[src/hdl/codec_pkg.sv]
// Shared constants and types for the codec frame control decoder
`default_nettype none
package codec_pkg;
  // Timing in its own units, cycle counts derived from the clock period
  localparam int unsigned CLK_PERIOD_NS    = 10;
  localparam int unsigned SAMPLE_PERIOD_NS = 125000;
  localparam int unsigned FRAME_CYCLES_DEF = SAMPLE_PERIOD_NS / CLK_PERIOD_NS;
  localparam int unsigned BIT_PERIOD_NS    = 80;
  localparam int unsigned BIT_CYCLES_INT   =
    (BIT_PERIOD_NS + CLK_PERIOD_NS - 1) / CLK_PERIOD_NS;

  // Counter widths
  localparam int unsigned FCNT_W  = 16;
  localparam int unsigned DIV_W   = 4;
  localparam int unsigned BITN_W  = 5;
  localparam int unsigned PHASE_W = 8;
  localparam int unsigned ADDR_W  = 8;

  localparam logic [DIV_W-1:0]  BIT_LAST  = DIV_W'(BIT_CYCLES_INT - 1);
  localparam logic [DIV_W-1:0]  BIT_HALF  = DIV_W'(BIT_CYCLES_INT / 2);

  // Serial word layout
  localparam int unsigned WORD_BITS = 16;
  localparam int unsigned DAC_BITS  = 14;
  localparam int unsigned DAC_LSB   = 2;
  localparam int unsigned CTRL_HI   = 1;
  localparam int unsigned CTRL_LO   = 0;
  localparam logic [BITN_W-1:0] BITN_LAST = BITN_W'(WORD_BITS - 1);

  // Register byte offsets
  localparam logic [ADDR_W-1:0] REG_CTRL   = 8'h00;
  localparam logic [ADDR_W-1:0] REG_PHASE  = 8'h04;
  localparam logic [ADDR_W-1:0] REG_ADC    = 8'h08;
  localparam logic [ADDR_W-1:0] REG_DAC    = 8'h0C;
  localparam logic [ADDR_W-1:0] REG_SEC    = 8'h10;
  localparam logic [ADDR_W-1:0] REG_STATUS = 8'h14;

  // Field positions
  localparam int unsigned CTRL_EN_BIT      = 0;
  localparam int unsigned ST_AVAIL_BIT     = 0;
  localparam int unsigned ST_OVERRUN_BIT   = 1;
  localparam int unsigned ST_SEC_PEND_BIT  = 2;
  localparam int unsigned ST_DIR_LSB       = 4;
  localparam int unsigned DAC_VALID_BIT    = 31;

  // Reset values and bus answers
  localparam logic [PHASE_W-1:0]   PHASE_RST   = 8'h00;
  localparam logic [WORD_BITS-1:0] ADC_RST     = 16'h0000;
  localparam logic [1:0]           RESP_OKAY   = 2'h0;
  localparam logic [1:0]           RESP_SLVERR = 2'h2;

  typedef enum logic [1:0] {DIR_NONE, DIR_LATER, DIR_EARLIER} dir_e;
  typedef enum logic [1:0] {ENG_IDLE, ENG_SYNC, ENG_SHIFT} eng_e;

  typedef struct packed {
    dir_e dir;
    logic sec;
  } decode_s;
endpackage : codec_pkg
`default_nettype wire

[src/hdl/codec_stream_if.sv]
// Valid/ready word stream between the decoder and its buffer
`timescale 1ns/1ns
`default_nettype none
interface codec_stream_if #(parameter int unsigned W = 14);
  logic         valid;
  logic         ready;
  logic [W-1:0] data;

  modport src (output valid, output data, input ready);
  modport snk (input valid, input data, output ready);
endinterface : codec_stream_if
`default_nettype wire

[src/hdl/word_buffer2.sv]
// Two-entry word buffer with valid and ready on both sides
`timescale 1ns/1ns
`default_nettype none
module word_buffer2 #(
  parameter int unsigned DW = 14
) (
  input  wire logic aclk,
  input  wire logic aresetn,
  codec_stream_if.snk fill,
  codec_stream_if.src drain
);
  typedef struct packed {
    logic [1:0][DW-1:0] mem;
    logic [1:0]         count;
    logic               wptr;
    logic               rptr;
  } buf_s;

  buf_s st_reg;
  buf_s st_next;

  logic do_wr;
  logic do_rd;

  // Full refuses the writer, empty shows nothing to the reader
  assign fill.ready  = (st_reg.count != 2'h2);
  assign drain.valid = (st_reg.count != 2'h0);
  assign drain.data  = st_reg.mem[st_reg.rptr];
  assign do_wr       = fill.valid & fill.ready;
  assign do_rd       = drain.valid & drain.ready;

  // Pointer and count update; simultaneous push and pop keeps the count
  always_comb begin
    st_next = st_reg;
    if (do_wr) begin
      st_next.mem[st_reg.wptr] = fill.data;
      st_next.wptr             = ~st_reg.wptr;
    end
    if (do_rd) begin
      st_next.rptr = ~st_reg.rptr;
    end
    if (do_wr && !do_rd) begin
      st_next.count = st_reg.count + 2'h1;
    end else if (do_rd && !do_wr) begin
      st_next.count = st_reg.count - 2'h1;
    end
  end

  always_ff @(posedge aclk) begin
    if (!aresetn) begin
      st_reg <= '0;
    end else begin
      st_reg <= st_next;
    end
  end
endmodule : word_buffer2
`default_nettype wire

[src/hdl/codec_frame_control_decode.sv]
// Codec serial port frame engine with primary control bit decode
//
// Design decisions made here: the AXI4-Lite interface to the registers and the register addresses.
`timescale 1ns/1ns
`default_nettype none
module codec_frame_control_decode
  import codec_pkg::*;
#(
  parameter int unsigned FRAME_CYCLES = FRAME_CYCLES_DEF
) (
  input  wire logic        aclk,
  input  wire logic        aresetn,
  input  wire logic [31:0] s_axi_awaddr,
  input  wire logic        s_axi_awvalid,
  output logic             s_axi_awready,
  input  wire logic [31:0] s_axi_wdata,
  input  wire logic [3:0]  s_axi_wstrb,
  input  wire logic        s_axi_wvalid,
  output logic             s_axi_wready,
  output logic [1:0]       s_axi_bresp,
  output logic             s_axi_bvalid,
  input  wire logic        s_axi_bready,
  input  wire logic [31:0] s_axi_araddr,
  input  wire logic        s_axi_arvalid,
  output logic             s_axi_arready,
  output logic [31:0]      s_axi_rdata,
  output logic [1:0]       s_axi_rresp,
  output logic             s_axi_rvalid,
  input  wire logic        s_axi_rready,
  output logic             sclk,
  output logic             frame_sync_n,
  output logic             dout,
  input  wire logic        din,
  input  wire logic        func_ctrl_pin_lo,
  input  wire logic        func_ctrl_pin_hi
);
  localparam logic [FCNT_W-1:0] FRAME_LEN = FCNT_W'(FRAME_CYCLES);
  localparam logic [FCNT_W-1:0] HALF_LEN  = FCNT_W'(FRAME_CYCLES / 2);

  typedef struct packed {
    logic                 aw_full;
    logic [ADDR_W-1:0]    aw_addr;
    logic                 w_full;
    logic [31:0]          w_data;
    logic [3:0]           w_strb;
    logic                 bvalid;
    logic [1:0]           bresp;
    logic                 rvalid;
    logic [31:0]          rdata;
    logic [1:0]           rresp;
    logic                 enable;
    logic [PHASE_W-1:0]   phase;
    logic [WORD_BITS-1:0] adc_word;
    logic [WORD_BITS-1:0] sec_word;
    logic                 overrun;
    dir_e                 last_dir;
    eng_e                 eng;
    logic                 sec_kind;
    logic [DIV_W-1:0]     div;
    logic [BITN_W-1:0]    bitn;
    logic [WORD_BITS-1:0] tx_sh;
    logic [WORD_BITS-1:0] rx_sh;
    logic [FCNT_W-1:0]    fcnt;
    logic [FCNT_W-1:0]    flen;
    logic                 sec_pend;
    logic                 fs_active;
    logic                 sclk;
    logic                 dout;
    logic                 push;
    logic [DAC_BITS-1:0]  push_data;
  } state_s;

  state_s st_reg;
  state_s st_next;

  codec_stream_if #(.W(DAC_BITS)) fill_if ();
  codec_stream_if #(.W(DAC_BITS)) drain_if ();

  logic            wr_go;
  logic            rd_go;
  logic [ADDR_W-1:0] rd_addr;

  // Decode of the two low control bits against the two function pins
  function automatic decode_s decode_ctrl(input logic [1:0] bits,
                                          input logic [1:0] pins);
    decode_s d;
    d.dir = DIR_NONE;
    d.sec = 1'b0;
    case ({bits, pins})
      4'h1: d.dir = DIR_LATER;
      4'h2: d.dir = DIR_EARLIER;
      4'h3: d.sec = 1'b1;
      4'h4: d.dir = DIR_LATER;
      4'h7: begin
        d.dir = DIR_LATER;
        d.sec = 1'b1;
      end
      4'h8: d.dir = DIR_EARLIER;
      4'hB: begin
        d.dir = DIR_EARLIER;
        d.sec = 1'b1;
      end
      4'hC: d.sec = 1'b1;
      4'hD: begin
        d.dir = DIR_LATER;
        d.sec = 1'b1;
      end
      4'hE: begin
        d.dir = DIR_EARLIER;
        d.sec = 1'b1;
      end
      4'hF: d.sec = 1'b1;
      default: d.dir = DIR_NONE;
    endcase
    return d;
  endfunction : decode_ctrl

  // Length of the frame under way after a shift; phase is signed
  function automatic logic [FCNT_W-1:0] shifted_len(input dir_e dir,
                                    input logic [PHASE_W-1:0] ph);
    logic signed [FCNT_W:0] base;
    logic signed [FCNT_W:0] delta;
    logic signed [FCNT_W:0] sum;
    base  = $signed({1'b0, FRAME_LEN});
    delta = (FCNT_W + 1)'($signed(ph));
    sum   = base;
    if (dir == DIR_LATER) begin
      sum = base + delta;
    end else if (dir == DIR_EARLIER) begin
      sum = base - delta;
    end
    return sum[FCNT_W-1:0];
  endfunction : shifted_len

  // Byte-lane merge for partial register writes
  function automatic logic [31:0] merge_bytes(input logic [31:0] old,
                                              input logic [31:0] data,
                                              input logic [3:0]  strb);
    logic [31:0] res;
    res = old;
    for (int i = 0; i < 4; i++) begin
      if (strb[i]) begin
        res[i*8 +: 8] = data[i*8 +: 8];
      end
    end
    return res;
  endfunction : merge_bytes

  word_buffer2 #(.DW(DAC_BITS)) u_buf (
    .aclk    (aclk),
    .aresetn (aresetn),
    .fill    (fill_if.snk),
    .drain   (drain_if.src)
  );

  // Bus handshakes; one write and one read under way at a time
  assign s_axi_awready = !st_reg.aw_full && !st_reg.bvalid;
  assign s_axi_wready  = !st_reg.w_full && !st_reg.bvalid;
  assign s_axi_arready = !st_reg.rvalid;
  assign s_axi_bvalid  = st_reg.bvalid;
  assign s_axi_bresp   = st_reg.bresp;
  assign s_axi_rvalid  = st_reg.rvalid;
  assign s_axi_rdata   = st_reg.rdata;
  assign s_axi_rresp   = st_reg.rresp;
  assign wr_go         = st_reg.aw_full && st_reg.w_full && !st_reg.bvalid;
  assign rd_go         = s_axi_arvalid && s_axi_arready;
  assign rd_addr       = s_axi_araddr[ADDR_W-1:0];

  // Reading the DAC register pops one word from the buffer
  assign drain_if.ready = rd_go && (rd_addr == REG_DAC) && drain_if.valid;
  assign fill_if.valid  = st_reg.push;
  assign fill_if.data   = st_reg.push_data;

  // Serial pins straight from flip-flops
  assign sclk         = st_reg.sclk;
  assign frame_sync_n = ~st_reg.fs_active;
  assign dout         = st_reg.dout;

  always_comb begin
    decode_s dec;
    logic [31:0] merged;
    logic [WORD_BITS-1:0] word;
    dec    = '0;
    merged = '0;
    word   = '0;
    st_next = st_reg;

    // Write channels are taken in either order and held until both arrive
    if (s_axi_awvalid && s_axi_awready) begin
      st_next.aw_full = 1'b1;
      st_next.aw_addr = s_axi_awaddr[ADDR_W-1:0];
    end
    if (s_axi_wvalid && s_axi_wready) begin
      st_next.w_full = 1'b1;
      st_next.w_data = s_axi_wdata;
      st_next.w_strb = s_axi_wstrb;
    end
    if (st_reg.bvalid && s_axi_bready) begin
      st_next.bvalid = 1'b0;
    end
    if (st_reg.rvalid && s_axi_rready) begin
      st_next.rvalid = 1'b0;
    end

    // Register write; unmapped offsets answer with a slave error
    if (wr_go) begin
      st_next.aw_full = 1'b0;
      st_next.w_full  = 1'b0;
      st_next.bvalid  = 1'b1;
      st_next.bresp   = RESP_OKAY;
      if (st_reg.aw_addr == REG_CTRL) begin
        merged = merge_bytes({31'h0, st_reg.enable}, st_reg.w_data,
                             st_reg.w_strb);
        st_next.enable = merged[CTRL_EN_BIT];
      end else if (st_reg.aw_addr == REG_PHASE) begin
        merged = merge_bytes({24'h0, st_reg.phase}, st_reg.w_data,
                             st_reg.w_strb);
        st_next.phase = merged[PHASE_W-1:0];
      end else if (st_reg.aw_addr == REG_ADC) begin
        merged = merge_bytes({16'h0, st_reg.adc_word}, st_reg.w_data,
                             st_reg.w_strb);
        st_next.adc_word = merged[WORD_BITS-1:0];
      end else if (st_reg.aw_addr == REG_STATUS) begin
        // Write one to clear the overrun flag
        if (st_reg.w_strb[0] && st_reg.w_data[ST_OVERRUN_BIT]) begin
          st_next.overrun = 1'b0;
        end
      end else if (st_reg.aw_addr == REG_DAC || st_reg.aw_addr == REG_SEC) begin
        st_next.bresp = RESP_OKAY;                  // Read-only, write dropped
      end else begin
        st_next.bresp = RESP_SLVERR;
      end
    end

    // Register read; data is captured at acceptance and held
    if (rd_go) begin
      st_next.rvalid = 1'b1;
      st_next.rresp  = RESP_OKAY;
      st_next.rdata  = '0;
      if (rd_addr == REG_CTRL) begin
        st_next.rdata[CTRL_EN_BIT] = st_reg.enable;
      end else if (rd_addr == REG_PHASE) begin
        st_next.rdata[PHASE_W-1:0] = st_reg.phase;
      end else if (rd_addr == REG_ADC) begin
        st_next.rdata[WORD_BITS-1:0] = st_reg.adc_word;
      end else if (rd_addr == REG_DAC) begin
        st_next.rdata[DAC_VALID_BIT]  = drain_if.valid;
        st_next.rdata[DAC_BITS-1:0]   = drain_if.valid ? drain_if.data : '0;
      end else if (rd_addr == REG_SEC) begin
        st_next.rdata[WORD_BITS-1:0] = st_reg.sec_word;
      end else if (rd_addr == REG_STATUS) begin
        st_next.rdata[ST_AVAIL_BIT]      = drain_if.valid;
        st_next.rdata[ST_OVERRUN_BIT]    = st_reg.overrun;
        st_next.rdata[ST_SEC_PEND_BIT]   = st_reg.sec_pend;
        st_next.rdata[ST_DIR_LSB +: 2]   = st_reg.last_dir;
      end else begin
        st_next.rresp = RESP_SLVERR;
      end
    end

    // A pending word leaves when the buffer takes it; full holds it back
    if (st_reg.push && fill_if.ready) begin
      st_next.push = 1'b0;
    end

    // Frame counter; the phase shift affects only the frame under way
    if (!st_reg.enable) begin
      st_next.fcnt     = '0;
      st_next.flen     = FRAME_LEN;
      st_next.sec_pend = 1'b0;
    end else if (st_reg.fcnt >= st_reg.flen - FCNT_W'(1)) begin
      st_next.fcnt = '0;
      st_next.flen = FRAME_LEN;
    end else begin
      st_next.fcnt = st_reg.fcnt + FCNT_W'(1);
    end

    // Serial word engine: one bit slot of sync, then sixteen data bits
    case (st_reg.eng)
      ENG_IDLE: begin
        st_next.sclk = 1'b0;
        if (st_reg.enable && st_reg.fcnt == '0) begin
          st_next.eng       = ENG_SYNC;
          st_next.sec_kind  = 1'b0;
          st_next.fs_active = 1'b1;
          st_next.div       = '0;
          st_next.tx_sh     = st_reg.adc_word;
        end else if (st_reg.enable && st_reg.sec_pend &&
                     st_reg.fcnt == HALF_LEN) begin
          st_next.eng       = ENG_SYNC;
          st_next.sec_kind  = 1'b1;
          st_next.sec_pend  = 1'b0;
          st_next.fs_active = 1'b1;
          st_next.div       = '0;
          st_next.tx_sh     = '0;
        end
      end
      ENG_SYNC: begin
        st_next.sclk = (st_reg.div < BIT_HALF);
        st_next.div  = st_reg.div + DIV_W'(1);
        if (st_reg.div == BIT_LAST) begin
          st_next.eng       = ENG_SHIFT;
          st_next.fs_active = 1'b0;
          st_next.div       = '0;
          st_next.bitn      = '0;
          st_next.dout      = st_reg.tx_sh[WORD_BITS-1];
        end
      end
      ENG_SHIFT: begin
        st_next.sclk = (st_reg.div < BIT_HALF);
        st_next.div  = st_reg.div + DIV_W'(1);
        // Sample din mid-bit, away from the edges where it changes
        if (st_reg.div == BIT_HALF) begin
          st_next.rx_sh = {st_reg.rx_sh[WORD_BITS-2:0], din};
        end
        if (st_reg.div == BIT_LAST) begin
          st_next.div = '0;
          if (st_reg.bitn == BITN_LAST) begin
            st_next.eng  = ENG_IDLE;
            st_next.dout = 1'b0;
            word = st_reg.rx_sh;
            if (st_reg.sec_kind) begin
              st_next.sec_word = word;
            end else begin
              // Data to the buffer; an unsent older word is an overrun
              if (st_reg.push && !fill_if.ready) begin
                st_next.overrun = 1'b1;
              end
              st_next.push      = 1'b1;
              st_next.push_data = word[DAC_LSB +: DAC_BITS];
              dec = decode_ctrl({word[CTRL_HI], word[CTRL_LO]},
                                {func_ctrl_pin_hi, func_ctrl_pin_lo});
              st_next.last_dir = dec.dir;
              st_next.flen = shifted_len(dec.dir, st_reg.phase);
              st_next.sec_pend = dec.sec;
            end
          end else begin
            st_next.bitn  = st_reg.bitn + BITN_W'(1);
            st_next.tx_sh = {st_reg.tx_sh[WORD_BITS-2:0], 1'b0};
            st_next.dout  = st_reg.tx_sh[WORD_BITS-2];
          end
        end
      end
      default: st_next.eng = ENG_IDLE;
    endcase
  end

  // Synchronous reset clears all state; sync output idles high
  always_ff @(posedge aclk) begin
    if (!aresetn) begin
      st_reg <= '0;
    end else begin
      st_reg <= st_next;
    end
  end
endmodule : codec_frame_control_decode
`default_nettype wire

[config.mk]
export PLATFORM = sky130hd
export DESIGN_NAME = codec_frame_control_decode
export DESIGN_NICKNAME = d
export VERILOG_FILES = /design/src/hdl/codec_pkg.sv /design/src/hdl/codec_stream_if.sv /design/src/hdl/word_buffer2.sv /design/src/hdl/codec_frame_control_decode.sv
export SDC_FILE = /design/constraint.sdc
export NUM_CORES = 1
export LEC_CHECK = 0
export BUFFER_PORTS_ARGS = -buffer_cell sky130_fd_sc_hd__buf_2
export CAP_MARGIN = 10
export CORE_AREA = 10 10 196 124
export CTS_BUF_LIST = sky130_fd_sc_hd__clkbuf_8
export DETAILED_ROUTE_END_ITERATION = 10
export DIE_AREA = 0 0 206 134
export PLACE_DENSITY = 0.67
export SLEW_MARGIN = 20
export SYNTH_ARGS = -nofsm -noshare
export SYNTH_HDL_FRONTEND = slang
export SYNTH_SLANG_ARGS = --single-unit
[constraint.sdc]
create_clock -name aclk -period 3.71 [get_ports aclk]
set_clock_uncertainty 0.15 [all_clocks]
set_input_delay 0.1855 -clock aclk [delete_from_list [all_inputs] [get_ports aclk]]
set_output_delay 0.1855 -clock aclk [all_outputs]
set_load 0.02 [all_outputs]
==> impl_metrics.toml <==
[clock_tree]
cts_buffer_depth = 3
clock_latency_ns = 0.57
cts_buffers = 31
post_cts_buffers = 0
h-tree-depth = 1
root_buffer = "clkbuf_8"
path_clk_slew_ns = 0.07
cts_tree = "built"
cts_sinks = 220

[global_route]
grt_pass1_vias = 8163
antenna_found_initial = 1
grt_max_degree = 81
grt_usage_pct = 19.3
grt_pass1_wl_um = 43900
grt-ovfl-total = 0

[worst_setup_path]
cp-startpoint = "st_reg[22]"
rr_endpoint = "st_reg[21]"
endpoint_kind = "flip-flop"
r2r_cells = 11
cp-start-kind = "flip-flop"
r2r_start = "st_reg[22]"
path_max_fanout = 8
path_class = "flip-flop to flip-flop"
crit_required_ns = 4.02
cp_data_arrival_time_ns = 3.79
r2r_slack_ns = 0.23

[yosys]
yosysTopAreaCell = "dfxtp_1"
synth_area_leaders = "dfxtp_1 43%, nand2_1 10%, a21oi_1 7.1%"
synth_top_area_share_pct = 43.4
ys.flop_type = "dfxtp_1"
ys_seq_area_share_pct = 43.4
avgSynthCellArea_um2 = 8.13
yosysWarnings = 0
syn-cell-area_um2 = 10200
synthCells = 1250
synth-edff-count = 0
synth_seq_cells = 220
synthArstFlopShare_pct = 0
ys_types = 71

[detailed_routing]
route.detailed.drc = 0
wl_um = 27400
via_per_inst = 5.41
drtPass1Iterations = 5
wl_per_cell_um = 16.8
ant_nets = 0
first_iter_violations = 820
vias = 8822

[sta]
finalHoldViolations = 0
rsz0062_at_grt = "no"
fmax_mhz = 287
finalSetupTns_ns = 0
period_share_pct = 93.8
worst_slew_pin_slew_ns = 1.03
drv_slew = 0
slew_headroom_pct = 31.2
period_needed_ns = 3.48
setup_viol = 0

[cells_and_area]
fin_cells = 1630
nFillCells = 1929
multi_input_area_um2 = 5160
post_route_cells_drive_above_1_share_pct = 11.3
area_delta_synth_final_pct = 15.0
final_net_count = 1476
register_area_um2 = 4400
largest_reg_flops = 150

[power_and_ir_drop]
power_density_nw_per_um2 = 396
leakage_uw = 0.00420
worst_ir_drop_vdd_v = 0.000230

[floorplanning]
std_cell_rows = 41
coreArea_um2 = 20700
die_w_um = 206
io_pins = 154
start_util_pct = 49.0
chipHeight_um = 134
die-area_um2 = 27600

[hold_path]
hold_depth = 4
whs_endpoint = "s_axi_rdata[2]"
hp-class = "primary input to flip-flop"
worst_hold_startpoint = "s_axi_araddr[2]"

[place]
dp.cells = 1523
portBuffers = 70
dp_hpwl_um = 18700
gp_congestion = 0.827

[run]
max-cap-violations = 0

[status]
status = "finished, final reports clean"
==> synthesized netlist by cell type, types with 3 or more instances <==
cell       count
a221oi_1      11
or4b_2         3
and2_1         9
nand3_1       13
buf_2          7
nor2_1       110
a31oi_1        6
a22oi_1       19
nand2_1      273
inv_1         29
clkbuf_1      62
o21a_1         7
buf_4         37
and3_1         4
a21o_1         3
o211ai_1       4
dfxtp_1      220
nand2b_1       5
nand4b_1       3
nand4_1       10
nand3b_1       3
o31ai_1        4
o22ai_1        5
a21oi_1      144
ha_1          33
or3_1          9
nor4_1         4
or4_1          6
o21ai_0       33
nor3_1        26
xnor2_1       19
o2bb2ai_1      4
mux2i_1       37
a211oi_1      26
a211o_1        3
nor4b_1        3
xor2_1        14
==> cells in the final DEF (no fill, tap or decap), drive strengths merged, types with 10 or more instances in the layout <==
cell,synthesis,final
nand4,10,10
xnor2,19,19
a221oi,11,11
xor2,14,14
a21oi,146,146
or3,10,10
conb,1,17
nand3,13,13
mux2i,38,38
nor3,26,26
nand2,273,273
buf,47,87
dlygate4sd3,0,56
a22oi,19,19
dfxtp,220,220
clkbuf,62,43
nor2,110,110
ha,33,33
a211oi,26,26
and2,11,11
o21ai,33,33
inv,29,34
==> how the worst max path moves through the flow <==
stage                       endpoint  slack [ns]  cells past startpoint
after floorplan           st_reg[21]        0.47                     12
after global placement    st_reg[21]        0.20                     11
after detailed placement  st_reg[21]        0.13                     11
after CTS                 st_reg[21]        0.12                     11
after global routing      st_reg[34]       0.006                     12
final                     st_reg[21]        0.23                     11
==> final cells by class <==
| type | count | share of cell area, % |
|---|---|---|
| Clock buffer | 43 | 5.06 |
| Inverter | 29 | 0.953 |
| Clock inverter | 7 | 0.268 |
| Antenna cell | 1 | 0.0214 |
| Timing Repair Buffer | 143 | 8.89 |
| Tap cell | 279 | 2.99 |
| Multi-Input combinational cell | 908 | 44.1 |
| Sequential cell | 220 | 37.7 |
==> repair_timing <==
action / 4_1_cts / 5_1_grt
setup endpoints to repair: 0 / 2
hold buffers: 56 / 0
resized for setup: 0 / 1
hold endpoints to repair: 56 / 0
==> routing by layer <==
| metal | GRT usage, % | share of wire [%] |
|---|---|---|
| met5 | 0 | 0 |
| met4 | 3.51 | 1.2 |
| met3 | 4.88 | 9.2 |
| met2 | 26.4 | 39 |
| met1 | 29.5 | 50 |
==> per-stage QoR <==
step / hold WS, ns / worst slack, ns / util (%) / cell area (um^2) / power [uW]
final: 0.0527 / 0.230 / 56.4 / 11700 / 4630
after global routing: 0.0419 / 0.00630 / 56.4 / 11700 / 4810
after CTS: 0.0120 / 0.117 / 56.3 / 11700 / 4670
after detailed placement: 0.227 / 0.134 / 50.6 / 10500 / 2710
after global placement: 0.226 / 0.197 / 50.6 / 10500 / 2710
after floorplan: 0.135 / 0.469 / - / 10200 / 2640
==> worst max-delay path, cell delays in order (launching register included) <==
cell     delay (ns)
dfxtp_1        0.34
or3_1          0.40
nor2_1         0.25
nand3_1        0.20
nor3_1         0.22
xnor2_1        0.15
ha_1           0.26
a21o_1         0.18
a21o_1         0.17
a211o_1        0.33
or3_4          0.45
o221a_1        0.26
==> logic make-up after synthesis <==
logic type	share of synthesized area, %
multiplexers	3.78
AO/OA/AOI/OAI	17.6
flip-flops	43.4
AND/OR/NAND/NOR	21.7
other	0.0369
adder cells (fa/ha/maj)	4.07
buffers and inverters	6.63
XOR/XNOR	2.85
==> power by group <==
part | leakage [uW] | switching [uW] | internal, uW
clock network | 0.000340 | 900 | 1010
registers | 0.00178 | 27.6 | 2390
logic | 0.00208 | 176 | 118
Note: power is estimated with default switching activity, not from simulation.
